`src/hdl/fsiu_consts.svh`:
```
`ifndef FSIU_CONSTS_SVH
`define FSIU_CONSTS_SVH

// ----------------------------------------------------------------------
// register indices (byte address is four times the index)
// ----------------------------------------------------------------------
`define FSIU_IDX_ENABLE     8'h2F
`define FSIU_IDX_REQUEST    8'h30
`define FSIU_IDX_STATUS     8'h31

// ----------------------------------------------------------------------
// reset values
// ----------------------------------------------------------------------
`define FSIU_ENABLE_RESET   4'h0
`define FSIU_REQUEST_RESET  4'h0
`define FSIU_SP_RESET       3'h0

// ----------------------------------------------------------------------
// source bit positions in enable and request registers
// ----------------------------------------------------------------------
`define FSIU_SRC_SERIAL     0
`define FSIU_SRC_BTIMER1    1
`define FSIU_SRC_TIMER12    2
`define FSIU_SRC_EXTPIN     3

// ----------------------------------------------------------------------
// vector addresses per source
// ----------------------------------------------------------------------
`define FSIU_VEC_EXTPIN     3'h4
`define FSIU_VEC_TIMER12    3'h3
`define FSIU_VEC_BTIMER1    3'h2
`define FSIU_VEC_SERIAL     3'h1
`define FSIU_VEC_NONE       3'h0

// ----------------------------------------------------------------------
// status register fields
// ----------------------------------------------------------------------
`define FSIU_ST_GATE        0
`define FSIU_ST_EIPEND      1
`define FSIU_ST_DEPTH_LSB   2
`define FSIU_ST_SP_LSB      4
`define FSIU_ST_VEC_LSB     8
`define FSIU_ST_INTCYC      12

// ----------------------------------------------------------------------
// timing
// ----------------------------------------------------------------------
`define FSIU_INSTR_TIME_US  4.44
`define FSIU_CLK_MHZ        50
`define FSIU_ISTK_DEPTH     2

`endif

```
`src/hdl/fsiu_pkg.sv`:
```
package fsiu_pkg;

  // saved system register set
  typedef struct packed {
    logic [1:0] bank;
    logic [4:0] regPtr;
    logic [4:0] statusWord;
  } fsiu_sys_s;

  // instruction events from the sequencer, valid with strobe
  typedef struct packed {
    logic strobe;
    logic enableInstr;
    logic maskInstr;
    logic returnInstr;
    logic tableFirst;
    logic skipNop;
    logic clockStop;
  } fsiu_instr_s;

  typedef enum logic {FSIU_RUN, FSIU_INTCYC} fsiu_state_e;

  typedef logic [11:0] fsiu_pc_t;
  typedef logic [2:0]  fsiu_vec_t;
  typedef logic [2:0]  fsiu_sp_t;

endpackage

```
`src/hdl/fsiu_core.sv`:
```
// The APB register port was chosen for this implementation.
`timescale 1ns/1ps
`include "fsiu_consts.svh"

// Notes on behaviour
// RL1: ack needs enable, request and gate
// RL2: four enable bits, cleared by resets
// RL3: fixed vector per source on ack
// RL4: ack pushes system registers, then clears them
// RL5: save stack holds two levels
// RL6: third push discards the oldest entry
// RL7: return pops newest entry into system registers
// RL8: ack decrements pointer, stores program counter
// RL9: return loads counter, then increments pointer
// RL10: enable delayed one cycle, mask immediate
// RL11: any ack clears the gate
// RL12: redundant enable or mask changes nothing
// RL13: gate cleared by all three resets
// RL14: peripheral request sets sticky request flag
// RL15: ack clears winner flag, outputs vector
// RL16: fixed priority, pin, timer, btimer, serial
// RL17: disabled source never acknowledged
// RL18: ack deferred over table read, skipped nop
// RL19: ack takes one dedicated instruction time
// RL20: source pending when request and enable set
// RL21: flag stays until ack or software clear
// RL22: entry holds bank 2, pointer 5, status 5
// RL23: two-entry lifo, overflow drops oldest
module fsiu_core
  import fsiu_pkg::*;
(
  input  wire logic        clk_sys,
  input  wire logic        srst,
  input  wire logic        psel,
  input  wire logic        penable,
  input  wire logic        pwrite,
  input  wire logic [9:0]  paddr,
  input  wire logic [31:0] pwdata,
  output logic      [31:0] prdata,
  output logic             pready,
  output logic             pslverr,
  input  wire logic [3:0]  srcRequest,
  output logic      [3:0]  srcAck,
  input  wire fsiu_instr_s cpuInstr,
  input  wire fsiu_pc_t    cpuPc,
  input  wire fsiu_sys_s   cpuSys,
  input  wire logic        ceReset,
  output logic             intCycle,
  output fsiu_vec_t        vectorOut,
  output logic             pcLoad,
  output fsiu_pc_t         pcLoadValue,
  output logic             sysLoad,
  output fsiu_sys_s        sysLoadValue
);

  // ----------------------------------------------------------------------
  // constants
  // ----------------------------------------------------------------------
  localparam int IntCycLen =
    int'(`FSIU_INSTR_TIME_US * `FSIU_CLK_MHZ);
  localparam logic [7:0] IntCycLast = 8'(IntCycLen - 1);
  localparam int AstkDepth = 8;

  // ----------------------------------------------------------------------
  // functions
  // ----------------------------------------------------------------------
  // fixed priority pick, one-hot result
  function automatic logic [3:0] prioPick(input logic [3:0] pend);
    logic [3:0] pick;
    pick = 4'h0;
    if (pend[`FSIU_SRC_EXTPIN]) begin
      pick[`FSIU_SRC_EXTPIN] = 1'b1;
    end else if (pend[`FSIU_SRC_TIMER12]) begin
      pick[`FSIU_SRC_TIMER12] = 1'b1;
    end else if (pend[`FSIU_SRC_BTIMER1]) begin
      pick[`FSIU_SRC_BTIMER1] = 1'b1;
    end else if (pend[`FSIU_SRC_SERIAL]) begin
      pick[`FSIU_SRC_SERIAL] = 1'b1;
    end
    return pick;
  endfunction

  // vector of a one-hot source
  function automatic fsiu_vec_t vecOf(input logic [3:0] oneHot);
    fsiu_vec_t v;
    v = `FSIU_VEC_NONE;
    if (oneHot[`FSIU_SRC_EXTPIN]) begin
      v = `FSIU_VEC_EXTPIN;
    end else if (oneHot[`FSIU_SRC_TIMER12]) begin
      v = `FSIU_VEC_TIMER12;
    end else if (oneHot[`FSIU_SRC_BTIMER1]) begin
      v = `FSIU_VEC_BTIMER1;
    end else if (oneHot[`FSIU_SRC_SERIAL]) begin
      v = `FSIU_VEC_SERIAL;
    end
    return v;
  endfunction

  // byte address of a register index
  function automatic logic [9:0] byteAddr(input logic [7:0] idx);
    return {idx, 2'b00};
  endfunction

  // ----------------------------------------------------------------------
  // state
  // ----------------------------------------------------------------------
  logic [3:0]  enable_ff;
  logic [3:0]  request_ff;
  logic        gate_ff;
  logic        eiPend_ff;
  fsiu_state_e state_ff;
  logic [7:0]  cycCnt_ff;
  fsiu_sp_t    sp_ff;
  fsiu_pc_t    astk_ff [AstkDepth];
  fsiu_sys_s   istk_ff [`FSIU_ISTK_DEPTH];
  logic [1:0]  depth_ff;
  logic [31:0] prdata_ff;
  logic        pready_ff;
  logic        pslverr_ff;
  logic [3:0]  srcAck_ff;
  logic        intCycle_ff;
  fsiu_vec_t   vector_ff;
  logic        pcLoad_ff;
  fsiu_pc_t    pcLoadValue_ff;
  logic        sysLoad_ff;
  fsiu_sys_s   sysLoadValue_ff;

  // ----------------------------------------------------------------------
  // decode of instruction events and acknowledge
  // ----------------------------------------------------------------------
  logic       instrStep;
  logic       clearAll;
  logic       holdOff;
  logic [3:0] pending;
  logic [3:0] winner;
  logic       ackNow;
  logic       retNow;
  fsiu_sp_t   spDec;

  // strobes are ignored while the interrupt cycle runs
  assign instrStep = cpuInstr.strobe && (state_ff == FSIU_RUN);
  assign clearAll  = ceReset || (instrStep && cpuInstr.clockStop);
  // RL18: defer over table read
  assign holdOff   = cpuInstr.tableFirst || cpuInstr.skipNop;
  // RL20: per-source pending output
  assign pending   = request_ff & enable_ff;
  // RL16: fixed priority pick
  // RL17: disabled source masked
  assign winner    = prioPick(pending);
  // RL1: three conditions combined
  assign ackNow    = instrStep && gate_ff && (|pending) && !holdOff &&
                     !cpuInstr.maskInstr && !cpuInstr.returnInstr &&
                     !clearAll;
  assign retNow    = instrStep && cpuInstr.returnInstr && !clearAll;
  assign spDec     = sp_ff - 3'h1;

  // ----------------------------------------------------------------------
  // apb slave
  // ----------------------------------------------------------------------
  logic apbFirst;
  logic apbDone;
  logic hitEnable;
  logic hitRequest;
  logic hitStatus;

  assign apbFirst   = psel && penable && !pready_ff;
  assign apbDone    = psel && penable && pready_ff;
  assign hitEnable  = (paddr == byteAddr(`FSIU_IDX_ENABLE));
  assign hitRequest = (paddr == byteAddr(`FSIU_IDX_REQUEST));
  assign hitStatus  = (paddr == byteAddr(`FSIU_IDX_STATUS));

  // ready one cycle into the access phase
  always_ff @(posedge clk_sys) begin
    if (srst) begin
      pready_ff <= 1'b0;
    end else begin
      pready_ff <= apbFirst;
    end
  end

  // read data and error captured in the first access cycle
  always_ff @(posedge clk_sys) begin
    if (srst) begin
      prdata_ff  <= 32'h0000_0000;
      pslverr_ff <= 1'b0;
    end else if (apbFirst) begin
      prdata_ff  <= 32'h0000_0000;
      pslverr_ff <= 1'b0;
      if (hitEnable) begin
        prdata_ff[3:0] <= enable_ff;
      end else if (hitRequest) begin
        prdata_ff[3:0] <= request_ff;
      end else if (hitStatus) begin
        prdata_ff[`FSIU_ST_GATE]   <= gate_ff;
        prdata_ff[`FSIU_ST_EIPEND] <= eiPend_ff;
        prdata_ff[`FSIU_ST_DEPTH_LSB +: 2] <= depth_ff;
        prdata_ff[`FSIU_ST_SP_LSB +: 3]    <= sp_ff;
        prdata_ff[`FSIU_ST_VEC_LSB +: 3]   <= vector_ff;
        prdata_ff[`FSIU_ST_INTCYC] <= intCycle_ff;
      end else begin
        pslverr_ff <= 1'b1; // unmapped address
      end
    end else if (!psel) begin
      pslverr_ff <= 1'b0;
    end
  end

  // ----------------------------------------------------------------------
  // source enable bits
  // ----------------------------------------------------------------------
  // RL2: enable bits and their resets
  always_ff @(posedge clk_sys) begin
    if (srst || clearAll) begin
      enable_ff <= `FSIU_ENABLE_RESET;
    end else if (apbDone && pwrite && hitEnable) begin
      enable_ff <= pwdata[3:0];
    end
  end

  // ----------------------------------------------------------------------
  // source request flags
  // ----------------------------------------------------------------------
  logic       swReqWrite;
  logic [3:0] reqSet;
  logic [3:0] reqClr;

  assign swReqWrite = apbDone && pwrite && hitRequest;
  // RL14: peripheral request sets
  // RL21: software one sets, zero clears
  assign reqSet = srcRequest | (swReqWrite ? pwdata[3:0] : 4'h0);
  // RL15: winner flag cleared on ack
  assign reqClr = (ackNow ? winner : 4'h0) |
                  (swReqWrite ? ~pwdata[3:0] : 4'h0);

  // set wins over a clear in the same cycle
  always_ff @(posedge clk_sys) begin
    if (srst || clearAll) begin
      request_ff <= `FSIU_REQUEST_RESET;
    end else begin
      request_ff <= reqSet | (request_ff & ~reqClr);
    end
  end

  // ----------------------------------------------------------------------
  // global interrupt gate
  // ----------------------------------------------------------------------
  // RL13: cleared by all resets
  // RL10: mask clears at once
  // RL11: ack clears gate
  always_ff @(posedge clk_sys) begin
    if (srst || clearAll) begin
      gate_ff <= 1'b0;
    end else if (instrStep && cpuInstr.maskInstr) begin
      gate_ff <= 1'b0;
    end else if (ackNow) begin
      gate_ff <= 1'b0;
    end else if (instrStep && eiPend_ff) begin
      gate_ff <= 1'b1;
    end
  end

  // RL10: enable waits until the next instruction strobe
  // RL12: redundant enable ignored
  always_ff @(posedge clk_sys) begin
    if (srst || clearAll) begin
      eiPend_ff <= 1'b0;
    end else if (instrStep && cpuInstr.maskInstr) begin
      eiPend_ff <= 1'b0;
    end else if (instrStep && eiPend_ff) begin
      eiPend_ff <= 1'b0;
    end else if (instrStep && cpuInstr.enableInstr && !gate_ff) begin
      eiPend_ff <= 1'b1;
    end
  end

  // ----------------------------------------------------------------------
  // interrupt cycle sequencer
  // ----------------------------------------------------------------------
  // RL19: one instruction time long
  always_ff @(posedge clk_sys) begin
    if (srst) begin
      state_ff    <= FSIU_RUN;
      cycCnt_ff   <= 8'h00;
      intCycle_ff <= 1'b0;
    end else begin
      case (state_ff)
        FSIU_RUN: begin
          if (ackNow) begin
            state_ff    <= FSIU_INTCYC;
            cycCnt_ff   <= IntCycLast;
            intCycle_ff <= 1'b1;
          end
        end
        FSIU_INTCYC: begin
          if (cycCnt_ff == 8'h00) begin
            state_ff    <= FSIU_RUN;
            intCycle_ff <= 1'b0;
          end else begin
            cycCnt_ff <= cycCnt_ff - 8'h01;
          end
        end
        default: begin
          state_ff    <= FSIU_RUN;
          intCycle_ff <= 1'b0;
        end
      endcase
    end
  end

  // ----------------------------------------------------------------------
  // acknowledge and vector outputs
  // ----------------------------------------------------------------------
  // RL3: vector of the winner
  // RL15: acknowledge to winning source
  always_ff @(posedge clk_sys) begin
    if (srst) begin
      srcAck_ff <= 4'h0;
      vector_ff <= `FSIU_VEC_NONE;
    end else begin
      srcAck_ff <= ackNow ? winner : 4'h0;
      if (ackNow) begin
        vector_ff <= vecOf(winner);
      end
    end
  end

  // ----------------------------------------------------------------------
  // stack pointer and address stack
  // ----------------------------------------------------------------------
  // RL8: decrement then store pc
  // RL9: load pc then increment
  always_ff @(posedge clk_sys) begin
    if (srst) begin
      sp_ff <= `FSIU_SP_RESET;
      for (int i = 0; i < AstkDepth; i++) begin
        astk_ff[i] <= 12'h000;
      end
    end else if (ackNow) begin
      sp_ff          <= spDec;
      astk_ff[spDec] <= cpuPc;
    end else if (retNow) begin
      sp_ff <= sp_ff + 3'h1;
    end
  end

  // program counter load pulse, vector or return address
  always_ff @(posedge clk_sys) begin
    if (srst) begin
      pcLoad_ff      <= 1'b0;
      pcLoadValue_ff <= 12'h000;
    end else begin
      pcLoad_ff <= ackNow || retNow;
      if (ackNow) begin
        pcLoadValue_ff <= {9'h000, vecOf(winner)};
      end else if (retNow) begin
        pcLoadValue_ff <= astk_ff[sp_ff];
      end
    end
  end

  // ----------------------------------------------------------------------
  // interrupt save stack
  // ----------------------------------------------------------------------
  // RL22: entry holds bank, pointer, status
  // RL5: two levels deep
  // RL6: overflow drops oldest
  // RL23: lifo shift on push and pop
  always_ff @(posedge clk_sys) begin
    if (srst) begin
      depth_ff <= 2'h0;
      for (int i = 0; i < `FSIU_ISTK_DEPTH; i++) begin
        istk_ff[i] <= '0;
      end
    end else if (ackNow) begin
      istk_ff[1] <= istk_ff[0];
      istk_ff[0] <= cpuSys;
      if (depth_ff != 2'h2) begin
        depth_ff <= depth_ff + 2'h1;
      end
    end else if (retNow) begin
      istk_ff[0] <= istk_ff[1];
      istk_ff[1] <= '0;
      if (depth_ff != 2'h0) begin
        depth_ff <= depth_ff - 2'h1;
      end
    end
  end

  // RL4: system registers cleared on ack
  // RL7: newest entry restored on return
  always_ff @(posedge clk_sys) begin
    if (srst) begin
      sysLoad_ff      <= 1'b0;
      sysLoadValue_ff <= '0;
    end else begin
      sysLoad_ff <= ackNow || retNow;
      if (ackNow) begin
        sysLoadValue_ff <= '0;
      end else if (retNow) begin
        sysLoadValue_ff <= (depth_ff == 2'h0) ? '0 : istk_ff[0];
      end
    end
  end

  // ----------------------------------------------------------------------
  // outputs
  // ----------------------------------------------------------------------
  assign prdata       = prdata_ff;
  assign pready       = pready_ff;
  assign pslverr      = pslverr_ff;
  assign srcAck       = srcAck_ff;
  assign intCycle     = intCycle_ff;
  assign vectorOut    = vector_ff;
  assign pcLoad       = pcLoad_ff;
  assign pcLoadValue  = pcLoadValue_ff;
  assign sysLoad      = sysLoad_ff;
  assign sysLoadValue = sysLoadValue_ff;

endmodule

```
`config.mk`:
```
export PLATFORM = sky130hd
export DESIGN_NAME = fsiu_core
export DESIGN_NICKNAME = d
export VERILOG_FILES = /design/src/hdl/fsiu_pkg.sv /design/src/hdl/fsiu_core.sv
export VERILOG_INCLUDE_DIRS = /design/src /design/src/hdl
export SDC_FILE = /design/constraint.sdc
export NUM_CORES = 1
export LEC_CHECK = 0
export BUFFER_PORTS_ARGS = -buffer_cell sky130_fd_sc_hd__buf_4
export CAP_MARGIN = 5
export CORE_ASPECT_RATIO = 0.7
export CORE_MARGIN = 3
export CORE_UTILIZATION = 45
export CTS_CLUSTER_DIAMETER = 200
export DETAILED_ROUTE_END_ITERATION = 6
export GPL_TIMING_DRIVEN = 0
export PLACE_DENSITY_LB_ADDON = 0.05
export SYNTH_ARGS = -nofsm -noshare
export SYNTH_HDL_FRONTEND = slang
export SYNTH_SLANG_ARGS = --single-unit
```
`constraint.sdc`:
```
create_clock -name clk_sys -period 2.95 [get_ports clk_sys]
set_input_delay 0.59 -clock clk_sys [delete_from_list [all_inputs] [get_ports clk_sys]]
set_output_delay 0.59 -clock clk_sys [all_outputs]
set_load 0.01 [all_outputs]
```
==> impl_metrics.yaml, run 1 <==
run_status:
  status: "finished clean"
route:
  final_antenna_net_count: 0
  via_per_inst: 5.41
  remaining_drc_errors: 0
  dr_total_vias: 5792
  routed_wl_mm: 21.4
  detail_route.first_pass.iterations: 5
  initialDrtViolationCount: 511
  detail_route.wl_per_cell_um: 20.0
yosys:
  yosys.area_share.simple_pct: 17.7
  synth_top_family_by_area: "simple AND/OR/NAND/NOR gates"
  ys_types: 60
  synth_xor_area_share_pct: 0.820
  flip_flop_and_latch_count_after_synthesis: 193
  syn_avg_cell_area_sq_um: 12.6
  async_reset_ff_share_pct: 0
  synthAdderAreaFrac_pct: 0.586
  yosysWarningCount: 0
  yosysTopAreaCellShare_pct: 42.2
  biggest_area_consumer_among_synthesized_cells: "sky130_fd_sc_hd__edfxtp_1"
  synthCells: 680
  netlist_area_sq_mm: 0.00855
  synthFlopType: "sky130_fd_sc_hd__edfxtp_1"
  synth_seq_area_share_pct: 59.3
  yosys-mux-area-fraction_pct: 8.62
  ys_top_cells_by_area: "sky130_fd_sc_hd__edfxtp_1, sky130_fd_sc_hd__dfxtp_1, sky130_fd_sc_hd__and2_1"
  synth_enable_flop_cells: 120
  synth-compound-area-share_pct: 8.35
job:
  max-cap-violations: 0
floorplan:
  rows: 41
  fp.dieW_um: 171
  die_area_sq_mm: 0.0207
  floorplan.initialDensity_pct: 46.7
  die_h_um: 121
  ioPinCount: 151
  core_area_sq_mm: 0.0183
power:
  power_density_mw_per_mm2: 542
  power.internal_w: 0.00427
  static-leakage-power_nw: 3.94
  power_frac_comb_pct: 5.6
  p_clk_share_pct: 41.4
  netSwitchingPower_w: 0.00130
  switching_share_pct: 23.3
  vdd_drop_max_uv: 408
  power.sequential.fraction_pct: 53.0
  total_power_w: 0.00557
critical_path:
  cp_data_arrival_time_ns: 2.83
  rr_worst_depth: 6
  timing.rr.start: "sp_ff[0]$_SDFFE_PP0N_"
  worst_ep_required_time_ns: 3.05
  worstSetupPathType: "reg -> reg"
  worst_path_max_fanout: 12
  timing.critical_path.to_type: "flop"
  startpoint_type: "flop"
  worstReg2RegEnd: "astk_ff[0][6]$_SDFFCE_PN0P_"
  regToRegSetupSlack_ns: 0.22
min_path:
  worstHoldEndpoint: "enable_ff[0]$_SDFFE_PP0P_"
  hold_path.class: "in -> reg"
  hold_depth: 3
  hold_path.startpoint: "pwdata[0]"
clock_network:
  cts.clk_slew.worst_paths_ns: 0.07
  cts_tree: "built"
  clock-root-buffer: "sky130_fd_sc_hd__clkbuf_16"
  clkSinkCount: 193
  cts-root-to-sink-buffers: 2
  cts_inserted_buffers: 17
  cts_max_level: 4
  clk_lat_worst_skew_ns: 0.44
sta:
  final_hold_vios: 0
  timing.final.max_slew_violations: 0
  period_minus_slack_ns: 2.73
  fmax_mhz: 366
  max-slew-margin-rel_pct: 18.3
  finalSetupViolCount: 0
  grt_setup_unrepaired: "no"
  clock-skew-final_ns: 0.0193
  timing_worst_slew_pin_value_ns: 1.22
  finalCritPeriodShare_pct: 92.7
global_route:
  grt_max_degree: 25
  grt_pass1_wl_mm: 32.3
  grt-ovfl-total: 0
  groute.usage.overall_pct: 21.2
  vias_in_the_first_global_route: 5654
  number_of_antenna_violations_at_the_first_check_in_global_routing: 0
placed_design:
  port_buffers: 100
  gp_congestion: 0.865
  place.detailed.hpwl_mm: 15.0
finish:
  layout-area-overhead-vs-synth_pct: 20.2
  final_util_pct: 56.1
  final_net_count: 908
  drive_above_1_share_pct: 26.5
  antenna_cells_inserted: 0
  leading_cell_type_in_the_layout_fill_and_taps_excluded: "sky130_fd_sc_hd__buf_4"
  layout_common_cells: "sky130_fd_sc_hd__buf_4, sky130_fd_sc_hd__edfxtp_1, sky130_fd_sc_hd__and2_1, sky130_fd_sc_hd__dfxtp_1, sky130_fd_sc_hd__nor2_1"
## area by class of cell
class                   instances  area [sq um]
plain buffers                  65           378
flip-flops and latches        193          5060
fillers                      1562          8040
well taps                     236           295
inverters                       5          18.8
clock inverters                14           143
multi-input cells             437          3170
clock buffers                  18           439
repair buffers                102           766
## power by group through the flow
stage / combinational [W] / sequential (W) / clock, W
4_1_cts: 0.000311 / 0.00295 / 0.00234
6_report: 0.000312 / 0.00295 / 0.00230
3_5_place_dp: 0.000310 / 0.00301 / 0
2_1_floorplan: 0.000162 / 0.00300 / 0
5_1_grt: 0.000339 / 0.00296 / 0.00244
3_3_place_gp: 0.000305 / 0.00301 / 0
## worst max path at each step
| stage | end | from |
|---|---|---|
| 3_3_place_gp | istk_ff[0][20]$_SDFFCE_PP0P_ | cpuInstr[3] |
| 6_report | astk_ff[0][6]$_SDFFCE_PN0P_ | sp_ff[0]$_SDFFE_PP0N_ |
| 3_5_place_dp | istk_ff[0][5]$_DFFE_PP_ | cpuInstr[3] |
| 4_1_cts | istk_ff[0][9]$_DFFE_PP_ | gate_ff$_SDFFE_PP0P_ |
| 2_1_floorplan | istk_ff[0][0]$_DFFE_PP_ | cpuInstr[3] |
| 5_1_grt | astk_ff[4][2]$_SDFFCE_PN0P_ | sp_ff[0]$_SDFFE_PP0N_ |
## worst max-delay path: stages, from the launching register on
cell and delay [ns]:
sky130_fd_sc_hd__dfxtp_1 0.67, sky130_fd_sc_hd__inv_1 0.15, sky130_fd_sc_hd__ha_1 0.31, sky130_fd_sc_hd__buf_1 0.43, sky130_fd_sc_hd__nand2_1 0.21, sky130_fd_sc_hd__nor2_1 0.25, sky130_fd_sc_hd__or2_2 0.38
## per-layer routing
| metal | wire, um | GRT usage (%) | share of wire, % |
|---|---|---|---|
| met4 | 176 | 5.62 | 0.82 |
| met3 | 1390 | 5.41 | 6.5 |
| met1 | 10400 | 31.7 | 49 |
| met2 | 9420 | 30.6 | 44 |
| met5 | 0 | 0 | 0 |
## cell usage after synthesis, types with 3 or more instances
| master | n |
|---|---|
| sky130_fd_sc_hd__and3_1 | 13 |
| sky130_fd_sc_hd__nand2b_1 | 7 |
| sky130_fd_sc_hd__edfxtp_1 | 120 |
| sky130_fd_sc_hd__nand2_1 | 33 |
| sky130_fd_sc_hd__a22oi_1 | 4 |
| sky130_fd_sc_hd__buf_4 | 26 |
| sky130_fd_sc_hd__nor2_1 | 41 |
| sky130_fd_sc_hd__dfxtp_1 | 73 |
| sky130_fd_sc_hd__o2bb2ai_1 | 5 |
| sky130_fd_sc_hd__xnor2_1 | 6 |
| sky130_fd_sc_hd__nor3_1 | 3 |
| sky130_fd_sc_hd__or4_1 | 3 |
| sky130_fd_sc_hd__a211oi_1 | 12 |
| sky130_fd_sc_hd__mux2i_1 | 23 |
| sky130_fd_sc_hd__mux4_2 | 22 |
| sky130_fd_sc_hd__and2_1 | 97 |
| sky130_fd_sc_hd__nand3b_1 | 3 |
| sky130_fd_sc_hd__nor3_2 | 3 |
| sky130_fd_sc_hd__or2_2 | 9 |
| sky130_fd_sc_hd__nor4_1 | 4 |
| sky130_fd_sc_hd__o21ai_0 | 9 |
| sky130_fd_sc_hd__o211ai_1 | 3 |
| sky130_fd_sc_hd__buf_2 | 11 |
| sky130_fd_sc_hd__nand4_1 | 5 |
| sky130_fd_sc_hd__inv_1 | 5 |
| sky130_fd_sc_hd__a22o_1 | 20 |
| sky130_fd_sc_hd__ha_1 | 4 |
| sky130_fd_sc_hd__a21oi_1 | 30 |
| sky130_fd_sc_hd__clkbuf_1 | 23 |
| sky130_fd_sc_hd__nor2b_1 | 3 |
| sky130_fd_sc_hd__buf_6 | 3 |
| sky130_fd_sc_hd__nand3_1 | 23 |
## state kept, by name, summed over array words and instances, names as in the netlist, 8 cells and up, named ones only
name          flops
astk_ff          96
pcLoadValue      12
sysLoadValue     12
istk_ff          24
prdata           11
cycCnt_ff         8
## cells by family after synthesis
| kind of cell | count (synthesis) |
|---|---|
| AND/OR/NAND/NOR | 260 |
| AO/OA/AOI/OAI | 98 |
| multiplexers | 46 |
| adder cells (fa/ha/maj) | 4 |
| buffers and inverters | 70 |
| flip-flops | 193 |
| XOR/XNOR | 8 |
| other | 1 |
## through the flow
step,cells,TNS [ns],worst slack (ns),hold slack [ns],area (sq um)
2_1_floorplan,700,0,0.0762,0.470,8620
3_3_place_gp,1036,-14.92,-0.541,0.444,9670
3_5_place_dp,1036,-15.38,-0.558,0.447,9670
4_1_cts,1070,0,0.106,0.383,10300
5_1_grt,1070,0,0.0279,0.394,10300
6_report,1070,0,0.217,0.402,10300
## what timing repair did
item / 4_1_cts / 5_1_grt
buffers inserted: 2 / 0
cloned: 0 / 0
resized for setup: 1 / 1
hold buffers: 0 / 0
pin swaps: 1 / 0
setup endpoints to repair: 24 / 24
No activity file was read; power rests on OpenSTA's default activity.
==> run 2: changes to the inputs <==
--- a/config.mk
+++ b/config.mk
@@ -6,13 +6,13 @@
 export SDC_FILE = /design/constraint.sdc
 export NUM_CORES = 1
 export LEC_CHECK = 0
-export BUFFER_PORTS_ARGS = -buffer_cell sky130_fd_sc_hd__buf_4
 export CAP_MARGIN = 5
 export CORE_ASPECT_RATIO = 0.7
 export CORE_MARGIN = 3
 export CORE_UTILIZATION = 45
 export CTS_CLUSTER_DIAMETER = 200
 export DETAILED_ROUTE_END_ITERATION = 6
+export DONT_BUFFER_PORTS = 1
 export GPL_TIMING_DRIVEN = 0
 export PLACE_DENSITY_LB_ADDON = 0.05
 export SYNTH_ARGS = -nofsm -noshare
==> run 2 against run 1 <==
Net effect:
- utilization fell by 4.1 points
- combinational power fell by 29%
- global-route usage decreased by 0.75 points
- power decreased by 0.95%
- first-iteration DRC count down 23%
- final area decreased by 7.2%
- largest cell class unchanged
==> impl_metrics.yaml, run 2 (synthesis gave the netlist of run 1 again) <==
finish:
  largest_register: "astk_ff"
  top_regs: "astk_ff x96, istk_ff x24"
  largest_reg_flops: 96
  antenna_cells_inserted: 0
  leading_cell_type_in_the_layout_fill_and_taps_excluded: "sky130_fd_sc_hd__edfxtp_1"
  finalInstanceArea_sq_mm: 0.00953
  regArea_sq_mm: 0.00506
  final_net_count: 807
  finish.cell_count_without_fillers: 969
  layout_common_cells: "sky130_fd_sc_hd__edfxtp_1, sky130_fd_sc_hd__and2_1, sky130_fd_sc_hd__dfxtp_1, sky130_fd_sc_hd__nor2_1, sky130_fd_sc_hd__nand2_1"
  n_fill_cell: 1583
  footprint_of_the_multi_input_gates_sq_mm: 0.00317
  layout-area-overhead-vs-synth_pct: 11.5
  final_util_pct: 52.0
  drive_above_1_share_pct: 16.4
route:
  initialDrtViolationCount: 393
  detail_route.wl_per_cell_um: 21.6
  final_antenna_net_count: 0
  dr_total_vias: 5415
  routed_wl_mm: 21.0
  detail_route.first_pass.iterations: 5
  remaining_drc_errors: 0
  via_per_inst: 5.59
critical_path:
  worst_ep_required_time_ns: 3.05
  cp_data_arrival_time_ns: 2.86
  worstSetupPathType: "reg -> reg"
  regToRegSetupSlack_ns: 0.19
  timing.critical_path.to_type: "flop"
  worst_path_max_fanout: 12
  worstReg2RegEnd: "astk_ff[5][10]$_SDFFCE_PN0P_"
  worst_setup_path_startpoint: "sp_ff[0]$_SDFFE_PP0N_"
  timing.rr.start: "sp_ff[0]$_SDFFE_PP0N_"
  startpoint_type: "flop"
  rr_worst_depth: 6
global_route:
  grt-ovfl-total: 0
  grt_pass1_wl_mm: 31.2
  number_of_antenna_violations_at_the_first_check_in_global_routing: 0
  grt_max_degree: 25
  groute.usage.overall_pct: 20.4
  vias_in_the_first_global_route: 5337
sta:
  max-slew-margin-rel_pct: 19.6
  finalSetupViolCount: 0
  timing.final.max_slew_violations: 0
  timing_worst_slew_pin_value_ns: 1.20
  period_minus_slack_ns: 2.76
  fmax_mhz: 363
  totalNegativeSetupSlack_ns: 0
  final_hold_vios: 0
  clock-skew-final_ns: 0.00926
  grt_setup_unrepaired: "no"
  finalCritPeriodShare_pct: 93.4
floorplan:
  rows: 41
  fp.dieW_um: 171
  die_area_sq_mm: 0.0207
  floorplan.initialDensity_pct: 46.7
  ioPinCount: 151
  core_area_sq_mm: 0.0183
  die_h_um: 121
power:
  vdd_drop_max_uv: 410
  switching_share_pct: 23.6
  power_density_mw_per_mm2: 579
  static-leakage-power_nw: 3.43
  power.sequential.fraction_pct: 53.6
  p_clk_share_pct: 42.4
  power.internal_w: 0.00421
  power_frac_comb_pct: 4.0
  netSwitchingPower_w: 0.00130
clock_network:
  cts.clk_slew.worst_paths_ns: 0.08
  cts_max_level: 4
  cts_inserted_buffers: 17
  cts-root-to-sink-buffers: 2
  holdBufCountCts: 0
  clk_lat_worst_skew_ns: 0.44
  clock-root-buffer: "sky130_fd_sc_hd__clkbuf_16"
  clkSinkCount: 193
  cts_tree: "built"
placed_design:
  area_post_placement_sq_mm: 0.00892
  port_buffers: 0
  gp_congestion: 0.863
  place.detailed.hpwl_mm: 14.7
  placed_cells: 936
min_path:
  hold_path.startpoint: "srst"
  worstHoldEndpoint: "pready$_SDFF_PP0_"
  hold_path.class: "in -> reg"
  hold_depth: 1
job:
  max-cap-violations: 0
run_status:
  status: "finished clean"
-- run 2: cell count changes in the layout (fill, tap and decap cells not counted) --
cell	previous run	this run
sky130_fd_sc_hd__clkinv_8	0	2
sky130_fd_sc_hd__inv_8	1	3
sky130_fd_sc_hd__inv_6	7	4
sky130_fd_sc_hd__clkbuf_8	1	0
sky130_fd_sc_hd__buf_4	128	27
-- run 2: per-layer routing --
| metal | global-route usage [%] | vias to the layer above | part of all wire [%] |
|---|---|---|---|
| met3 | 5.83 | 12 | 7.6 |
| met2 | 29.2 | 165 | 43 |
| li1 | - | 2524 | - |
| met1 | 31.1 | 2714 | 49 |
| met4 | 4.05 | 0 | 0.63 |
| met5 | 0 | - | 0 |
-- run 2: what timing repair did --
| item | 4_1_cts | 5_1_grt |
|---|---|---|
| setup endpoints to repair | 24 | 24 |
| pin swaps | 1 | 0 |
| buffers inserted | 1 | 0 |
| gates resized for setup | 1 | 1 |
-- run 2: layout make-up --
type                    count  area share (%)
multi-input cells         437            33.2
well taps                 236            3.10
clock buffers              17            4.46
inverters                   5           0.197
repair buffers              1          0.0788
plain buffers              65            3.97
flip-flops and latches    193            53.2
clock inverters            15            1.80
-- run 2: metrics by stage --
stage	hold WS, ns	power, W	setup slack [ns]
5_1_grt	0.231	0.00567	0.0270
3_5_place_dp	0.502	0.00324	-0.469
6_report	0.238	0.00551	0.194
4_1_cts	0.222	0.00554	0.0839
3_3_place_gp	0.492	0.00323	-0.462
2_1_floorplan	0.470	0.00317	0.0762
-- run 2: power by group through the flow --
stage | Clock (W) | Combinational [W] | Sequential (W)
3_5_place_dp | 0 | 0.000219 | 0.00302
6_report | 0.00234 | 0.000220 | 0.00295
2_1_floorplan | 0 | 0.000162 | 0.00300
3_3_place_gp | 0 | 0.000218 | 0.00301
5_1_grt | 0.00247 | 0.000239 | 0.00296
4_1_cts | 0.00237 | 0.000220 | 0.00295
-- run 2: how the worst max path moves through the flow --
stage / slack, ns / endpoint / cells after the start
floorplan: 0.08 / istk_ff[0][0]$_DFFE_PP_ / 6
global placement: -0.46 / istk_ff[0][20]$_SDFFCE_PP0P_ / 6
detailed placement: -0.47 / istk_ff[0][8]$_DFFE_PP_ / 6
CTS: 0.08 / istk_ff[0][9]$_DFFE_PP_ / 6
global route: 0.03 / astk_ff[5][10]$_SDFFCE_PN0P_ / 6
finish: 0.19 / astk_ff[5][10]$_SDFFCE_PN0P_ / 6
-- run 2: critical path, stage by stage (launching register included) --
cell                      delay (ns)
sky130_fd_sc_hd__dfxtp_1        0.68
sky130_fd_sc_hd__inv_1          0.15
sky130_fd_sc_hd__ha_1           0.31
sky130_fd_sc_hd__buf_1          0.43
sky130_fd_sc_hd__nand2_1        0.21
sky130_fd_sc_hd__nor3_4         0.25
sky130_fd_sc_hd__or2_2          0.38
==> run 3: changes to the inputs <==
--- a/config.mk
+++ b/config.mk
@@ -14,6 +14,7 @@
 export DETAILED_ROUTE_END_ITERATION = 6
 export DONT_BUFFER_PORTS = 1
 export GPL_TIMING_DRIVEN = 0
+export HOLD_SLACK_MARGIN = 0.03
 export PLACE_DENSITY_LB_ADDON = 0.05
 export SYNTH_ARGS = -nofsm -noshare
 export SYNTH_HDL_FRONTEND = slang
==> constraint.sdc (replaced) <==
create_clock -name clk_sys -period 3.15 [get_ports clk_sys]
set_input_delay 0.63 -clock clk_sys [delete_from_list [all_inputs] [get_ports clk_sys]]
set_output_delay 0.63 -clock clk_sys [all_outputs]
set_load 0.01 [all_outputs]
==> run 3 against run 2 <==
Net effect:
- non-clock buffer count unchanged
- final cell count unchanged
- sequential power down 6%
- combinational power down 7%
- critical endpoint is now istk_ff[0][9]$_DFFE_PP_
- largest power group unchanged
==> impl_metrics.yaml, run 3 (synthesis gave the netlist of run 1 again) <==
route:
  route.met3.wl_mm: 1.57
  via_per_inst: 5.59
  routed_wl_mm: 20.9
  remaining_drc_errors: 0
  met1Wirelength_mm: 10.2
  detail_route.first_pass.iterations: 5
  dr_total_vias: 5418
  wl_met2_mm: 9.00
  routed.top_layer: "met4"
  detail_route.wl_per_cell_um: 21.6
  initialDrtViolationCount: 425
  final_antenna_net_count: 0
sta:
  timing_worst_slew_pin_value_ns: 1.20
  timing.final.max_slew_violations: 0
  period_minus_slack_ns: 2.85
  totalNegativeSetupSlack_ns: 0
  finalSetupViolCount: 0
  final_hold_vios: 0
  finalCritPeriodShare_pct: 90.4
  grt_setup_unrepaired: "no"
  max-slew-margin-rel_pct: 19.6
  clock-skew-final_ns: 0.00949
  fmax_mhz: 351
global_route:
  groute.usage.overall_pct: 20.4
  grt-ovfl-total: 0
  number_of_antenna_violations_at_the_first_check_in_global_routing: 0
  vias_in_the_first_global_route: 5330
  grt_max_degree: 25
  grt_pass1_wl_mm: 31.2
power:
  total_power_w: 0.00516
  vdd_drop_max_uv: 382
  power_density_mw_per_mm2: 542
  static-leakage-power_nw: 3.43
critical_path:
  worstSetupPathType: "reg -> reg"
  timing.critical_path.to_type: "flop"
  crit_path_top_delay_cell: "sky130_fd_sc_hd__or4b_4"
  worst_setup_path_startpoint: "gate_ff$_SDFFE_PP0P_"
  timing.rr.start: "gate_ff$_SDFFE_PP0P_"
  worst_path_max_fanout: 24
  rr_worst_depth: 6
  cp_data_arrival_time_ns: 2.92
  critPathMaxStageDelay_ns: 0.51
  regToRegSetupSlack_ns: 0.30
  startpoint_type: "flop"
  worst_ep_required_time_ns: 3.22
  series_of_cell_instances_along_the_critical_path: "or4b_4, a2111oi_4, buf_4, and2_2, nor2_1, nand2_2"
floorplan:
  rows: 41
  die_area_sq_mm: 0.0207
  fp.dieW_um: 171
  core_area_sq_mm: 0.0183
  floorplan.initialDensity_pct: 46.7
  die_h_um: 121
  ioPinCount: 151
clock_network:
  cts-root-to-sink-buffers: 2
  holdBufCountCts: 0
  cts_tree: "built"
  clkSinkCount: 193
  cts.clk_slew.worst_paths_ns: 0.08
  cts_max_level: 4
  clk_lat_worst_skew_ns: 0.44
  cts_inserted_buffers: 17
  clock-root-buffer: "sky130_fd_sc_hd__clkbuf_16"
finish:
  top_regs: "astk_ff x96, istk_ff x24"
  final_net_count: 807
  finalInstanceArea_sq_mm: 0.00952
  drive_above_1_share_pct: 16.4
  layout-area-overhead-vs-synth_pct: 11.4
  n_fill_cell: 1584
  leading_cell_type_in_the_layout_fill_and_taps_excluded: "sky130_fd_sc_hd__edfxtp_1"
  antenna_cells_inserted: 0
  final_util_pct: 52.0
  largest_reg_flops: 96
  largest_register: "astk_ff"
  layout_common_cells: "sky130_fd_sc_hd__edfxtp_1, sky130_fd_sc_hd__and2_1, sky130_fd_sc_hd__dfxtp_1, sky130_fd_sc_hd__nor2_1, sky130_fd_sc_hd__nand2_1"
placed_design:
  port_buffers: 0
  gp_congestion: 0.863
  place.detailed.hpwl_mm: 14.7
  area_post_placement_sq_mm: 0.00892
min_path:
  hold_path.class: "in -> reg"
  hold_path.startpoint: "srst"
  hold_depth: 1
job:
  max-cap-violations: 0
run_status:
  status: "finished clean"
==> run 3: cell counts in the layout (fill, tap and decap cells not counted) <==
Identical to the previous run, type by type.
==> run 3: worst paths after layout <==
check / endpoint
min reg2reg: sysLoadValue[3]$_SDFFE_PP0P_
min: pready$_SDFF_PP0_
max: istk_ff[0][9]$_DFFE_PP_
max reg2reg: istk_ff[0][9]$_DFFE_PP_
==> run 3: layer usage <==
metal / up-vias / track usage, %
met1: 2706 / 31.1
met3: 18 / 5.83
met4: 0 / 4.05
li1: 2523 / -
met2: 171 / 29.2
met5: - / 0
==> run 3: final cells by class <==
| class | count | area, sq um | share of cell area (%) |
|---|---|---|---|
| Inverter | 5 | 18.8 | 0.197 |
| Clock buffer | 17 | 425 | 4.47 |
| Buffer | 65 | 378 | 3.97 |
| Timing Repair Buffer | 1 | 7.51 | 0.0788 |
| Tap cell | 236 | 295 | 3.10 |
| Clock inverter | 15 | 171 | 1.80 |
| Multi-Input combinational cell | 437 | 3160 | 33.2 |
| Sequential cell | 193 | 5060 | 53.2 |
==> run 3: stage by stage <==
| step | hold WS, ns | worst slack (ns) | std cells |
|---|---|---|---|
| after floorplan | 0.470 | 0.236 | 700 |
| after global placement | 0.492 | -0.302 | 936 |
| after detailed placement | 0.502 | -0.309 | 936 |
| after CTS | 0.262 | 0.0988 | 968 |
| after global routing | 0.271 | 0.153 | 969 |
| final | 0.279 | 0.302 | 969 |
==> run 3: timing repair <==
action | CTS | global route
resized for setup | 1 | 0
pin swaps | 0 | 1
buffers inserted | 0 | 1
setup endpoints to repair | 24 | 24
==> run 3: worst max-delay path: cells and delay by family (launching register included) <==
kind / cells / cell delay, ns
DFF: 1 / 0.41
buffers and inverters: 1 / 0.28
and+or+nand+nor: 4 / 1.35
AOI/OAI and AO/OA: 1 / 0.44
==> run 3: where the power goes <==
group	internal, W	total [W]	leakage (nW)	switching (W)
logic	0.0000723	0.000205	1.31	0.000133
registers	0.00274	0.00277	1.83	0.0000290
clock network	0.00113	0.00219	0.291	0.00105
